==> config.mk <==
export PLATFORM = sky130hd
export DESIGN_NAME = sfs_frontend
export DESIGN_NICKNAME = d
export VERILOG_FILES = /design/src/common/sfs_pkg.sv /design/src/rtl/sfs_sync.sv /design/src/rtl/sfs_frontend.sv
export SDC_FILE = /design/constraint.sdc
export NUM_CORES = 1
export LEC_CHECK = 0
export ABC_AREA = 1
export BUFFER_PORTS_ARGS = -buffer_cell sky130_fd_sc_hd__buf_4
export CAP_MARGIN = 20
export CORE_ASPECT_RATIO = 1.75
export CORE_MARGIN = 4
export CORE_UTILIZATION = 60
export CTS_CLUSTER_SIZE = 30
export DETAILED_ROUTE_END_ITERATION = 12
export GPL_TIMING_DRIVEN = 0
export PLACE_DENSITY_LB_ADDON = 0.25
export SLEW_MARGIN = 30
export SYNTH_ARGS = -nofsm -noshare
export SYNTH_HDL_FRONTEND = slang
export SYNTH_SLANG_ARGS = --single-unit
==> constraint.sdc <==
create_clock -name clk_sys_i -period 3.5 [get_ports clk_sys_i]
set_clock_uncertainty 0.05 [all_clocks]
set_input_delay 0.7 -clock clk_sys_i [delete_from_list [all_inputs] [get_ports clk_sys_i]]
set_output_delay 0.7 -clock clk_sys_i [all_outputs]
set_load 0.05 [all_outputs]
==> src/common/sfs_pkg.sv <==
// sfs_pkg: constants and types shared by the serial flash front end.
// assumes the core runs on a 25 MHz system clock far faster than the shift clock.
package sfs_pkg;

    localparam int unsigned CLK_SYS_MHZ  = 25;
    localparam int unsigned BYTE_BITS    = 8;
    localparam logic [2:0]  BIT_CNT_LAST = 3'h7;
    localparam logic [2:0]  BIT_CNT_ZERO = 3'h0;
    localparam logic [7:0]  BYTE_ZERO    = 8'h00;
    localparam logic [2:0]  SYNC_ZERO    = 3'h0;
    localparam logic [2:0]  SYNC_ONES    = 3'h7;
    localparam int unsigned SYNC_MID     = 1;
    localparam int unsigned SYNC_OLD     = 2;

    // front end states, one-hot
    typedef enum logic [3:0] {
        SFS_IDLE = 4'h1,
        SFS_SHIFT = 4'h2,
        SFS_BUSY = 4'h4,
        SFS_DONE = 4'h8
    } sfs_state_t;

endpackage

==> src/rtl/sfs_sync.sv <==
// sfs_sync: three-stage synchroniser with agreement of the last two stages.
// assumes the input is asynchronous to clk_sys_i.
`timescale 1ns/1ns
module sfs_sync (
    input  wire logic clk_sys_i,  // system clock
    input  wire logic rst_n_i,    // async reset, active low
    input  wire logic rst_val_i,  // level to settle on after reset
    input  wire logic async_i,    // raw pin
    output logic      level_o     // filtered level
);
    import sfs_pkg::*;

    typedef struct packed {
        logic [2:0] pipe;
        logic       level;
        logic       seeded;
    } sfs_sync_t;

    sfs_sync_t cur;
    sfs_sync_t next_cur;

    // stage 0 only feeds stage 1; level moves once stages 1 and 2 agree
    always_comb begin
        next_cur = cur;
        next_cur.pipe = {cur.pipe[1:0], async_i};
        if (!cur.seeded) begin
            next_cur.seeded = 1'b1;
            next_cur.level = rst_val_i;
            next_cur.pipe = rst_val_i ? SYNC_ONES : SYNC_ZERO;  // stages agree with seed
        end else if (cur.pipe[SYNC_MID] == cur.pipe[SYNC_OLD]) begin
            next_cur.level = cur.pipe[SYNC_OLD];
        end
    end

    // state register
    always_ff @(posedge clk_sys_i or negedge rst_n_i) begin
        if (!rst_n_i) begin
            cur <= '0;
        end else begin
            cur <= next_cur;
        end
    end

    assign level_o = cur.level;
endmodule

==> src/rtl/sfs_frontend.sv <==
// sfs_frontend: serial interface front end of a serial flash memory.
// assumes a host spi master drives select, shift clock and input; core behind
// consumes bytes, supplies read bytes and reports its internal busy cycle.
//
// What this block does
// - a falling select edge alone starts a new command sequence, except in the busy state
// - a rising select edge ends the current command sequence
// - after select rises, standby waits until the internal timed cycle completes
// - serial input is sampled on every rising shift clock edge
// - serial output changes only after falling shift clock edges
// - command, address and data all arrive as one serial input stream
// - shift clock may idle low or high; same edges in both modes
`timescale 1ns/1ns
module sfs_frontend (
    input  wire logic              clk_sys_i,    // system clock 25 MHz
    input  wire logic              rst_n_i,      // async reset, active low
    input  wire logic              sel_n_i,      // chip select pin, active low
    input  wire logic              sck_i,        // shift clock pin
    input  wire logic              sdi_i,        // serial input pin
    output logic                   sdo_o,        // serial output level
    output logic                   sdo_oe_o,     // serial output enable
    output logic                   start_o,      // pulse: sequence begins
    output logic                   end_o,        // pulse: sequence ends
    output logic [7:0]             rx_byte_o,    // last received byte
    output logic                   rx_valid_o,   // pulse: rx_byte_o new
    output logic                   rx_first_o,   // rx byte is the first of sequence
    input  wire logic [7:0]        tx_byte_i,    // byte to shift out next
    input  wire logic              tx_en_i,      // core requests output phase
    output logic                   tx_load_o,    // pulse: tx_byte_i taken
    input  wire logic              core_busy_i,  // internal program/erase running
    output logic                   active_o,     // device not in standby
    output sfs_pkg::sfs_state_t    state_o       // front end state
);
    import sfs_pkg::*;

    ////////////////////////////////////////////////////////////////
    // pin synchronisers; select passes inverted so cleared stages read as
    // deselected and no false select edge follows reset
    logic sel_act_s;
    logic sel_n_s;
    logic sck_s;
    logic sdi_s;

    sfs_sync u_sync_sel (
        .clk_sys_i (clk_sys_i),
        .rst_n_i   (rst_n_i),
        .rst_val_i (1'b0),
        .async_i   (~sel_n_i),
        .level_o   (sel_act_s)
    );

    assign sel_n_s = ~sel_act_s;

    // seeding the clock with its own pin level sets sck_s one cycle after reset; in mode 3 that rise still meets sck_d reset low, while idle
    sfs_sync u_sync_sck (
        .clk_sys_i (clk_sys_i),
        .rst_n_i   (rst_n_i),
        .rst_val_i (sck_i),
        .async_i   (sck_i),
        .level_o   (sck_s)
    );

    sfs_sync u_sync_sdi (
        .clk_sys_i (clk_sys_i),
        .rst_n_i   (rst_n_i),
        .rst_val_i (1'b0),
        .async_i   (sdi_i),
        .level_o   (sdi_s)
    );

    ////////////////////////////////////////////////////////////////
    // state
    typedef struct packed {
        sfs_state_t state;
        logic       sel_d;
        logic       sck_d;
        logic [2:0] rx_cnt;
        logic [7:0] rx_sh;
        logic [7:0] rx_byte;
        logic       rx_valid;
        logic       rx_first;
        logic       first_pend;
        logic [2:0] tx_cnt;
        logic [7:0] tx_sh;
        logic       tx_live;
        logic       sdo;
        logic       oe;
        logic       start;
        logic       fin;
        logic       tx_load;
    } sfs_core_t;

    sfs_core_t cur;
    sfs_core_t next_cur;

    logic sel_fall;
    logic sel_rise;
    logic sck_rise;
    logic sck_fall;

    // edge detection on filtered levels
    assign sel_fall = cur.sel_d & ~sel_n_s;
    assign sel_rise = ~cur.sel_d & sel_n_s;
    assign sck_rise = ~cur.sck_d & sck_s;
    assign sck_fall = cur.sck_d & ~sck_s;

    ////////////////////////////////////////////////////////////////
    // next state logic
    always_comb begin
        next_cur = cur;
        next_cur.sel_d = sel_n_s;
        next_cur.sck_d = sck_s;
        next_cur.start = 1'b0;
        next_cur.fin = 1'b0;
        next_cur.rx_valid = 1'b0;
        next_cur.tx_load = 1'b0;
        unique case (cur.state)
            SFS_IDLE, SFS_DONE: begin
                // only the select falling edge opens a sequence
                if (sel_fall) begin
                    next_cur.state = SFS_SHIFT;
                    next_cur.start = 1'b1;
                    next_cur.rx_cnt = BIT_CNT_ZERO;
                    next_cur.tx_cnt = BIT_CNT_ZERO;
                    next_cur.tx_live = 1'b0;
                    next_cur.first_pend = 1'b1;
                    next_cur.oe = 1'b0;
                end else if (cur.state == SFS_DONE) begin
                    next_cur.state = SFS_IDLE;
                end
            end
            SFS_SHIFT: begin
                if (sel_rise) begin
                    next_cur.fin = 1'b1;
                    next_cur.oe = 1'b0;
                    next_cur.tx_live = 1'b0;
                    next_cur.state = core_busy_i ? SFS_BUSY : SFS_DONE;
                end else begin
                    // one input stream for command, address and data
                    if (sck_rise) begin
                        next_cur.rx_sh = {cur.rx_sh[6:0], sdi_s};
                        next_cur.rx_cnt = cur.rx_cnt + 3'h1;
                        if (cur.rx_cnt == BIT_CNT_LAST) begin
                            next_cur.rx_byte = {cur.rx_sh[6:0], sdi_s};
                            next_cur.rx_valid = 1'b1;
                            next_cur.rx_first = cur.first_pend;
                            next_cur.first_pend = 1'b0;
                        end
                    end
                    // output moves only after a falling clock edge
                    if (sck_fall) begin
                        if (!tx_en_i) begin
                            next_cur.oe = 1'b0;
                            next_cur.tx_live = 1'b0;
                            next_cur.tx_cnt = BIT_CNT_ZERO;
                        end else if (!cur.tx_live || cur.tx_cnt == BIT_CNT_LAST) begin
                            next_cur.tx_sh = {tx_byte_i[6:0], 1'b0};
                            next_cur.sdo = tx_byte_i[BYTE_BITS-1];
                            next_cur.tx_load = 1'b1;
                            next_cur.tx_live = 1'b1;
                            next_cur.tx_cnt = BIT_CNT_ZERO;
                            next_cur.oe = 1'b1;
                        end else begin
                            next_cur.sdo = cur.tx_sh[BYTE_BITS-1];
                            next_cur.tx_sh = {cur.tx_sh[6:0], 1'b0};
                            next_cur.tx_cnt = cur.tx_cnt + 3'h1;
                        end
                    end
                end
            end
            SFS_BUSY: begin
                // stay active until the internal timed cycle finishes
                next_cur.oe = 1'b0;
                if (!core_busy_i) begin
                    next_cur.state = SFS_DONE;
                end
            end
        endcase
        // select high always releases the output
        if (sel_n_s) begin
            next_cur.oe = 1'b0;
        end
    end

    ////////////////////////////////////////////////////////////////
    // state register
    always_ff @(posedge clk_sys_i or negedge rst_n_i) begin
        if (!rst_n_i) begin
            cur <= '{state: SFS_IDLE, sel_d: 1'b1, sck_d: 1'b0,
                     rx_cnt: BIT_CNT_ZERO, rx_sh: BYTE_ZERO, rx_byte: BYTE_ZERO,
                     rx_valid: 1'b0, rx_first: 1'b0, first_pend: 1'b0,
                     tx_cnt: BIT_CNT_ZERO, tx_sh: BYTE_ZERO, tx_live: 1'b0,
                     sdo: 1'b0, oe: 1'b0, start: 1'b0, fin: 1'b0, tx_load: 1'b0};
        end else begin
            cur <= next_cur;
        end
    end

    ////////////////////////////////////////////////////////////////
    // outputs
    assign sdo_o = cur.sdo;
    assign sdo_oe_o = cur.oe;
    assign start_o = cur.start;
    assign end_o = cur.fin;
    assign rx_byte_o = cur.rx_byte;
    assign rx_valid_o = cur.rx_valid;
    assign rx_first_o = cur.rx_first;
    assign tx_load_o = cur.tx_load;
    assign active_o = (cur.state != SFS_IDLE);
    assign state_o = cur.state;
endmodule

## Word level (Yosys, flattened, before mapping)

Cells that the tools add are included.

- Bits in registers: 58
- Output and inout port bits: 20
- Input bits: 15
- Logic and storage cells: 121

- Equal/unequal tests: 26
- Bitwise operators: 10
- Add/sub/neg operators: 2
- Reduce and logical (&&, ||, !) cells: 13
- Multiplexer cells: 46

Operators with widths:

| cell | count |
|---|---|
| $mux W33 | 1 |
| $mux W4 | 6 |
| $mux W11 | 2 |
| $mux W22 | 1 |
| $mux W1 | 20 |
| $reduce_and A4 Y1 | 5 |
| $mux W3 | 6 |
| $ne A2 B2 Y1 const B | 8 |
| $mux W14 | 1 |
| $pmux W4 S3 | 1 |
| $ne A3 B3 Y1 const B | 3 |
| $reduce_and A3 Y1 | 3 |
| $mux W8 | 1 |
| $ne A4 B4 Y1 const B | 2 |
| $pmux W4 S2 | 1 |
| $add A3 B1 Y3 const B | 2 |
| $eq A3 B3 Y1 const B | 2 |
| $mux W2 | 3 |
| $not A1 Y1 | 6 |
| $pmux W3 S2 | 1 |
| $ne A5 B5 Y1 const B | 1 |
| $reduce_and A5 Y1 | 1 |
| $and A1 B1 Y1 | 4 |
| $eq A4 B1 Y1 const B | 1 |
| 12 further kinds | 15 |

## Logic depth before layout (Yosys ltp)

Gate-level depths: netlist of run 1.

- Depth after elaboration: 8
- Mapped depth: 9
- Mapped depth without buffers: 9

## By module

A second synthesis of run 1 with hierarchy kept.

- Cells, all modules: 284
- Area, all modules: 2552.4 sq um

By module, submodules not included:

| module | instances | cells an instance | sequential area each (sq um) | area an instance (sq um) |
|---|---|---|---|---|
| sfs_frontend | 1 | 221 | 1078.5 | 1989.4 |
| sfs_sync | 3 | 21 | 125.1 | 187.7 |

## Least setup slack after synthesis of run 1

OpenSTA, ideal clock, no wires.

- Path type: register to register
- From: register cur (netlist bit state_o[0])
- To: register cur[14] (netlist name)
- Clock period less this slack: 1.712 ns
- Arrival: 1.545 ns
- Library setup time: 0.116 ns
- Cell stages (with the launch flop): 10
- Slack: 1.788 ns
- Buffers on the path: 0
- Required time: 3.334 ns
- Cells stage by stage: dfstp_2 > inv_1 > nor2_1 > nand2_1 > nand2_1 > nand2_1 > nand2_1 > o21ai_1 > nand2_1 > nand2_1

- Word-level cells in the longest chain between the ends: 4
- Elaborated cells on any way between the ends: 10
- Those cells by class: eq/ne (6); mux (1); reduce/logical (3)

Ends and longest elaborated chain:

| element | line | source |
|---|---|---|
| from (decl) | sfs_frontend.sv:93 | `sfs_core_t cur;` |
| from (signal assigned) | sfs_frontend.sv:189 | `cur <= '{state: SFS_IDLE, sel_d: 1'b1, sck_d: 1'b0,` |
| from (signal assigned) | sfs_frontend.sv:195 | `cur <= next_cur;` |
| $eq A4 B4 Y1 or $eq A4 B1 Y1 (tied branches) | sfs_frontend.sv:117 | `unique case (cur.state)` |
| $reduce_or A2 Y1 | sfs_frontend.sv:117 |  |
| $ne A2 B2 Y1 (no source line) or $reduce_bool A2 Y1 (tied branches) | - |  |
| $reduce_and A4 Y1 (no source line) | - |  |

Parallel ways exist; a longest one is shown, timed or not.
A chain may end at the register's enable or synchronous reset.

## Worst setup path in the final report of run 1

- From: register cur (netlist bit state_o[0])
- To: output active_o

- Word-level cells in the longest chain between the ends: 1

Ends and longest elaborated chain:

| element | line | source |
|---|---|---|
| $ne A4 B1 Y1 | sfs_frontend.sv:209 | `assign active_o = (cur.state != SFS_IDLE);` |
| to (decl) | sfs_frontend.sv:31 | `output logic active_o,` |

Every way passes these cells.

==> results of run 1 <==
==> final timing paths <==
path | startpoint | slack [ns] | endpoint
setup reg to reg | cur[14] | 1.68 | sdo_o
min in group clk_sys_i | u_sync_sel.cur[2] | 0.40 | u_sync_sel.cur[3]
hold / removal | rst_n_i | 0.37 | rx_byte_o[7]
hold reg to reg | u_sync_sel.cur[2] | 0.40 | u_sync_sel.cur[3]
max in group asynchronous | rst_n_i | 2.58 | end_o
setup / recovery | state_o[0] | 1.50 | active_o
==> synth_stat cells <==
cell type   n
o21ai_0    11
a21oi_1     3
nor3_1      1
buf_4      12
nand4_1     3
nor2_8      1
nand4_4     1
nand2_4     1
inv_1      33
nand2_2     2
conb_1      1
ha_1        4
a31oi_1     3
buf_6       2
clkbuf_1    1
nand2_1    67
buf_2       3
inv_2       1
nor2_1     22
nor2_4      2
o21ai_1    11
o21ai_2     8
clkinv_4    1
dfstp_2     2
nand3_1    12
a31oi_2     3
dfrtp_1    54
==> critical path, delay by kind of cell (launching register included) <==
| family | cells | cell delay [ns] |
|---|---|---|
| flip-flops | 1 | 0.55 |
| buffers and inverters | 2 | 0.25 |
| AND/OR/NAND/NOR | 2 | 0.16 |
==> area by class of cell <==
type                    instances  area [um^2]
well taps                      48         60.1
fillers                       306         1050
multi-input cells             156          811
inverters                      35          136
repair buffers                 34          255
plain buffers                  18          131
clock inverters                 2         13.8
clock buffers                   6         82.6
flip-flops and latches         56         1400
==> where the power goes <==
group,internal (mW),total (mW),leakage [nW],switching (mW)
Combinational,0.0188,0.0491,0.737,0.0303
Clock,0.162,0.369,0.0516,0.207
Sequential,0.657,0.663,0.740,0.00645
==> flip-flops by register name (all words and copies together) (netlist names), 3 cells and up <==
register        flops
cur                24
rx_byte_o           8
state_o             4
u_sync_sck.cur      4
u_sync_sdi.cur      3
u_sync_sel.cur      3
==> metrics by stage <==
step	hold WS, ns	total power [mW]	setup slack, ns	cell area (um^2)	utilization
3_3_place_gp	0.366	0.723	1.75	2800	0.710
3_5_place_dp	0.375	0.726	1.70	2800	0.710
6_report	0.367	1.08	1.50	2890	0.734
4_1_cts	0.394	1.09	1.49	2890	0.734
2_1_floorplan	0.354	0.695	1.79	2480	-
5_1_grt	0.421	1.13	1.40	2890	0.734
==> kinds of logic (layout without fill, tap and decap cells) <==
kind of cell / count (synthesis) / in the layout / synth area share
AND/OR/NAND/NOR: 112 / 112 / 0.204
flip-flops: 56 / 56 / 0.566
buffers and inverters: 53 / 95 / 0.108
AO/OA/AOI/OAI: 39 / 39 / 0.101
adder cells (fa/ha/maj): 4 / 4 / 0.0202
other: 1 / 1 / 0.00151
==> per-layer routing <==
layer | share of wire | global-route usage | vias up
met5 | 0 | 0 | -
li1 | - | - | 897
met4 | 0.019 | 0.0812 | 0
met3 | 0.039 | 0.0304 | 7
met2 | 0.57 | 0.360 | 36
met1 | 0.37 | 0.204 | 895
==> impl_metrics.toml, run 1 <==
[routing]
drt_drc_violations_left = 0
drtAntennaViolNets = 0
wl_mm = 4.52
viasPerCell = 5.17
dr.pass1.iters = 5
wl_per_cell_um = 12.7
drt_iter0_markers = 74
vias = 1835

[power_and_ir_drop]
power_leakage_nw = 1.53
irDropWorstVdd_uv = 353
power_density_nw_per_um2 = 374

[cts]
clk_latency_ns = 0.31
tritoncts = "yes"
cts_htree_levels = 2
cts.hold.buffers_added = 0
cts_resized = 0
post-cts-setup-buffers = 0
path_clk_slew_ns = 0.10
clock_path_buffers = 2
cts_buffers = 5
clock_sinks = 56
cts_root_buf = "clkbuf_8"

[setup_path]
cp_max_fo = 3
path_class = "flip-flop to output pin"
arrival_ns = 1.25
cp_slowest_cell = "dfstp_2"
worst_setup_path_start_kind = "flip-flop"
cp_cell_sequence = "inv_1, nor2_1, nand2_1, buf_4"
rr_worst_depth = 8
end_kind = "output pin"
worst-endpoint-required_ns = 2.75
crit_path_max_incr_delay_ns = 0.55

[placement]
io_buffers = 34
hpwl_mm = 3.25
dp.cells = 347
gp_congestion = 0.828

[floorplanning]
start_util = 0.630
core_area_um2 = 3940
fp.dieH_um = 93.1
fp-row-count = 30
die_x_um = 56.6
io_pins = 35
die-area_um2 = 5270

[yosys]
ys_seq_area_frac = 0.566
synth_cell_types = 27
synth_top_area_cell = "dfrtp_1"
avgSynthCellArea_um2 = 9.37
syn-instance-count = 265
synth_top_area_frac = 0.544
synth.cell_area_um2 = 2480
synth.area.top_cells = "dfrtp_1, nand2_1, inv_1"
synth-seq-cells = 56
syn_nets = 284
yosys_warnings = 0

[finish]
final_common_cell = "nand2_1"
n_antenna_cell = 0
layout.nets = 325
most-common-layout-cells = "nand2_1, dfrtp_1, buf_4"
layout-drive-gt1-share = 0.264
stdcell_count = 355
areaGrowthSynthToFinish_pct = 16.6

[grt]
grt_pass1_vias = 1796
grt-ovfl-total = 0
antenna_found_initial = 0
grt_use_total = 0.191
grt_start_max_net_pins = 57
grt_pass1_wl_mm = 7.91

[timing]
rsz0062_at_grt = "false"
setup_viol = 0
drv_slew = 0
fmax_mhz = 500
fin_tns_setup_ns = 0
period_needed_ns = 2.00
relSlewSlack = 0.554
timing.final.crit_share = 0.572
finalHoldViolCount = 0
worst_pin_slew_ns = 0.669

[status]
status = "completed"

[job]
max_cap_violations = 0

[worst_hold_path]
hold_path_class = "input port to asynchronous set/reset pin"
Power figures use the tool's default switching activity.
==> run 2: changes to the inputs <==
--- a/config.mk
+++ b/config.mk
@@ -10,7 +10,7 @@
 export CAP_MARGIN = 20
 export CORE_ASPECT_RATIO = 1.75
 export CORE_MARGIN = 4
-export CORE_UTILIZATION = 60
+export CORE_UTILIZATION = 56
 export CTS_CLUSTER_SIZE = 30
 export DETAILED_ROUTE_END_ITERATION = 12
 export GPL_TIMING_DRIVEN = 0
==> constraint.sdc (replaced) <==
create_clock -name clk_sys_i -period 2 [get_ports clk_sys_i]
set_clock_uncertainty 0.05 [all_clocks]
set_input_delay 0.4 -clock clk_sys_i [delete_from_list [all_inputs] [get_ports clk_sys_i]]
set_output_delay 0.4 -clock clk_sys_i [all_outputs]
set_load 0.05 [all_outputs]
==> impl_metrics.toml, run 2 (synthesized netlist as in run 1, its figures left out) <==
[routing]
drt_drc_violations_left = 0
viasPerCell = 4.95
drt_iter0_markers = 89
drtAntennaViolNets = 0
wl_per_cell_um = 12.0
wl_mm = 4.29
dr.pass1.iters = 4
vias = 1763

[setup_path]
cp_max_fo = 10
cp_slowest_cell = "dfrtp_1"
end_kind = "flip-flop"
worst-endpoint-required_ns = 2.18
worst_setup_path_start_kind = "flip-flop"
cp_cell_sequence = "ha_1, ha_1, inv_1, nand2_1, inv_1, buf_2, nand2_1, a31oi_2"
crit_path_max_incr_delay_ns = 0.41
path_class = "flip-flop to flip-flop"
critPathBufInv = 3
startpoint = "cur[14]"
r2r_start = "cur[14]"
cp_top_family = "buffers and inverters"
arrival_ns = 1.99

[grt]
antenna_found_initial = 0
grt_use_total = 0.175
grt_pass1_wl_mm = 7.54
grt-ovfl-total = 0
grt_start_max_net_pins = 57
grt_pass1_vias = 1736

[finish]
layout-drive-gt1-share = 0.261
final_common_cell = "nand2_1"
n_antenna_cell = 0
areaGrowthSynthToFinish_pct = 16.5
top_register = "cur"
layout.nets = 325
largest_reg_flops = 24
most-common-layout-cells = "nand2_1, dfrtp_1, buf_4"

[timing]
period_needed_ns = 1.81
fmax_mhz = 552
rsz0062_at_grt = "false"
timing.final.crit_share = 0.906
setup_viol = 0
fin_tns_setup_ns = 0
drv_slew = 0
worst_pin_slew_ns = 0.686
finalHoldViolCount = 0
relSlewSlack = 0.543
timing.hold.ws_ns = 0.0888

[cts]
clk_latency_ns = 0.30
path_clk_slew_ns = 0.10
cts_buffers = 5
clock_sinks = 56
cts_root_buf = "clkbuf_8"
post-cts-setup-buffers = 0
cts_resized = 0
tritoncts = "yes"
cts.hold.buffers_added = 0
cts_htree_levels = 2
clock_path_buffers = 2

[floorplanning]
die-area_um2 = 5600
die_x_um = 58.3
io_pins = 35
fp.dieH_um = 96.1
start_util = 0.587
core_area_um2 = 4230
fp-row-count = 31

[worst_hold_path]
hold_path_class = "input port to asynchronous set/reset pin"

[status]
status = "completed"

[power_and_ir_drop]
power_leakage_nw = 1.52
power_density_nw_per_um2 = 647
irDropWorstVdd_uv = 656

[placement]
io_buffers = 34
hpwl_mm = 3.07
gp_congestion = 0.756

[job]
max_cap_violations = 0
[run 2: cell types whose count changed in the layout (fill, tap and decap cells not counted)]
cell and change:
clkinv_2 -1, clkinvlp_4 +1, inv_6 -1, clkbuf_1 +1
[run 2: layout make-up]
type / count / area [um^2]
plain buffers: 18 / 131
clock buffers: 7 / 86.3
clock inverters: 1 / 7.51
fillers: 348 / 1340
inverters: 35 / 136
multi-input cells: 156 / 811
flip-flops and latches: 56 / 1400
well taps: 49 / 61.3
repair buffers: 34 / 255
[run 2: power breakdown]
group,switching [mW],leakage (nW),internal [mW]
Combinational,0.0527,0.737,0.0328
Sequential,0.0112,0.740,1.15
Clock,0.345,0.0445,0.282
Total,0.409,1.52,1.46
[run 2: metal layers]
| metal | routed length (um) | track usage | up-vias | part of all wire |
|---|---|---|---|---|
| li1 | - | - | 903 | - |
| met1 | 1720 | 0.201 | 827 | 0.40 |
| met2 | 2340 | 0.316 | 28 | 0.54 |
| met3 | 151 | 0.0282 | 5 | 0.035 |
| met4 | 80 | 0.0696 | 0 | 0.019 |
| met5 | 0 | 0 | - | 0 |
[run 2: final timing paths]
check,to,slack (ns),cells after the start
max in group asynchronous,u_sync_sck.cur[2],1.37,1
min in group clk_sys_i,u_sync_sck.cur[2],0.16,1
setup / recovery,cur[12],0.19,8
setup reg to reg,cur[12],0.19,8
hold / removal,rx_byte_o[3],0.09,1
hold reg to reg,u_sync_sel.cur[3],0.39,2
[run 2: through the flow]
| stage | instance area (um^2) | util | std cells | power, mW | worst slack (ns) |
|---|---|---|---|---|---|
| 2_1_floorplan | 2480 | - | 265 | 1.22 | 0.288 |
| 3_3_place_gp | 2800 | 0.662 | 348 | 1.27 | 0.249 |
| 3_5_place_dp | 2800 | 0.662 | 348 | 1.27 | 0.206 |
| 4_1_cts | 2890 | 0.684 | 356 | 1.90 | 0.176 |
| 5_1_grt | 2890 | 0.684 | 356 | 1.96 | 0.0105 |
| 6_report | 2890 | 0.684 | 356 | 1.87 | 0.187 |
==> run 3: changes to the inputs <==
--- a/config.mk
+++ b/config.mk
@@ -10,7 +10,8 @@
 export CAP_MARGIN = 20
 export CORE_ASPECT_RATIO = 1.75
 export CORE_MARGIN = 4
-export CORE_UTILIZATION = 56
+export CORE_UTILIZATION = 59
+export CTS_BUF_LIST = sky130_fd_sc_hd__clkbuf_4
 export CTS_CLUSTER_SIZE = 30
 export DETAILED_ROUTE_END_ITERATION = 12
 export GPL_TIMING_DRIVEN = 0
==> impl_metrics.toml, run 3 (synthesized netlist as in run 1, its figures left out) <==
[setup_path]
worst-endpoint-required_ns = 1.55
arrival_ns = 1.32
worst_setup_path_start_kind = "flip-flop"
cp_cell_sequence = "inv_1, nor2_1, nand2_1, buf_4"
end_kind = "output pin"
crit_path_max_incr_delay_ns = 0.57
critPathBufInv = 2
path_class = "flip-flop to output pin"
cp_max_fo = 3
cp_top_family = "flip-flops"
cp_slowest_cell = "dfstp_2"

[cts]
cts_root_buf = "clkbuf_4"
cts_buffers = 5
clock_sinks = 56
clk_latency_ns = 0.35
cts_htree_levels = 2
path_clk_slew_ns = 0.13
post-cts-setup-buffers = 0
clock_path_buffers = 2
tritoncts = "yes"

[routing]
drt_drc_violations_left = 0
vias = 1791
wl_per_cell_um = 11.8
wl_mm = 4.20
dr.pass1.iters = 4
drtAntennaViolNets = 0
drt_iter0_markers = 62
viasPerCell = 5.03

[floorplanning]
io_pins = 35
start_util = 0.604
fp.dieH_um = 93.8
die-area_um2 = 5350
core_area_um2 = 4110
die_x_um = 57.0
fp-row-count = 31

[finish]
top_register = "cur"
areaGrowthSynthToFinish_pct = 15.1
final_common_cell = "nand2_1"
n_antenna_cell = 0
layout.nets = 325
layout-drive-gt1-share = 0.264
most-common-layout-cells = "nand2_1, dfrtp_1, buf_4"
largest_reg_flops = 24

[grt]
antenna_found_initial = 0
grt-ovfl-total = 0
grt_use_total = 0.177
grt_pass1_vias = 1808
grt_start_max_net_pins = 57
grt_pass1_wl_mm = 7.51

[timing]
setup_viol = 0
finalHoldViolCount = 0
fmax_mhz = 565
drv_slew = 0
rsz0062_at_grt = "false"
relSlewSlack = 0.552
fin_tns_setup_ns = 0
worst_pin_slew_ns = 0.672
timing.final.crit_share = 0.886
timing.hold.ws_ns = 0.0122
period_needed_ns = 1.77

[power_and_ir_drop]
irDropWorstVdd_uv = 621
power_leakage_nw = 1.51
power_density_nw_per_um2 = 601

[placement]
io_buffers = 34
hpwl_mm = 3.06
gp_congestion = 0.779

[status]
status = "completed"

[worst_hold_path]
hold_path_class = "input port to asynchronous set/reset pin"

[job]
max_cap_violations = 0
## run 3: power breakdown
part	switching [mW]	leakage [nW]	internal [mW]
Sequential	0.0111	0.740	1.15
Clock	0.309	0.0338	0.163
Combinational	0.0527	0.738	0.0329
Total	0.372	1.51	1.35
## run 3: what timing repair did
item | CTS | global route
resized for setup | 0 | 1
setup endpoints to repair | 0 | 3
hold buffers | 0 | 0
## run 3: cell type report
| class | count | area (um^2) |
|---|---|---|
| fill | 332 | 1250 |
| inverter | 35 | 136 |
| clock inverter | 1 | 3.75 |
| buffer | 18 | 131 |
| timing repair buffer | 34 | 255 |
| sequential | 56 | 1400 |
| tap | 49 | 61.3 |
| multi-input combinational | 156 | 813 |
| clock buffer | 7 | 52.6 |
## run 3: final timing paths
check	start	endpoint	slack (ns)	cells past startpoint
max reg2reg	cur[14]	cur[11]	0.29	8
min	rst_n_i	state_o[3]	0.01	1
max	state_o[0]	active_o	0.23	4
max in group asynchronous	rst_n_i	u_sync_sck.cur[3]	1.44	1
min in group clk_sys_i	sck_i	u_sync_sck.cur[2]	0.11	1
min reg2reg	u_sync_sel.cur[2]	u_sync_sel.cur[3]	0.40	2
## run 3: stage by stage
step / utilization / power, mW / std cells / worst slack [ns] / cell area, um^2
finish: 0.695 / 1.72 / 356 / 0.229 / 2860
global route: 0.695 / 1.81 / 356 / 0.0890 / 2860
CTS: 0.694 / 1.75 / 356 / 0.197 / 2860
detailed placement: 0.681 / 1.27 / 348 / 0.228 / 2800
global placement: 0.681 / 1.27 / 348 / 0.235 / 2800
floorplan: - / 1.22 / 265 / 0.288 / 2480
## run 3: routing by layer
metal,share of wire,GRT usage
met5,0,0
met4,0.018,0.0793
met3,0.041,0.0358
met2,0.55,0.315
met1,0.39,0.200
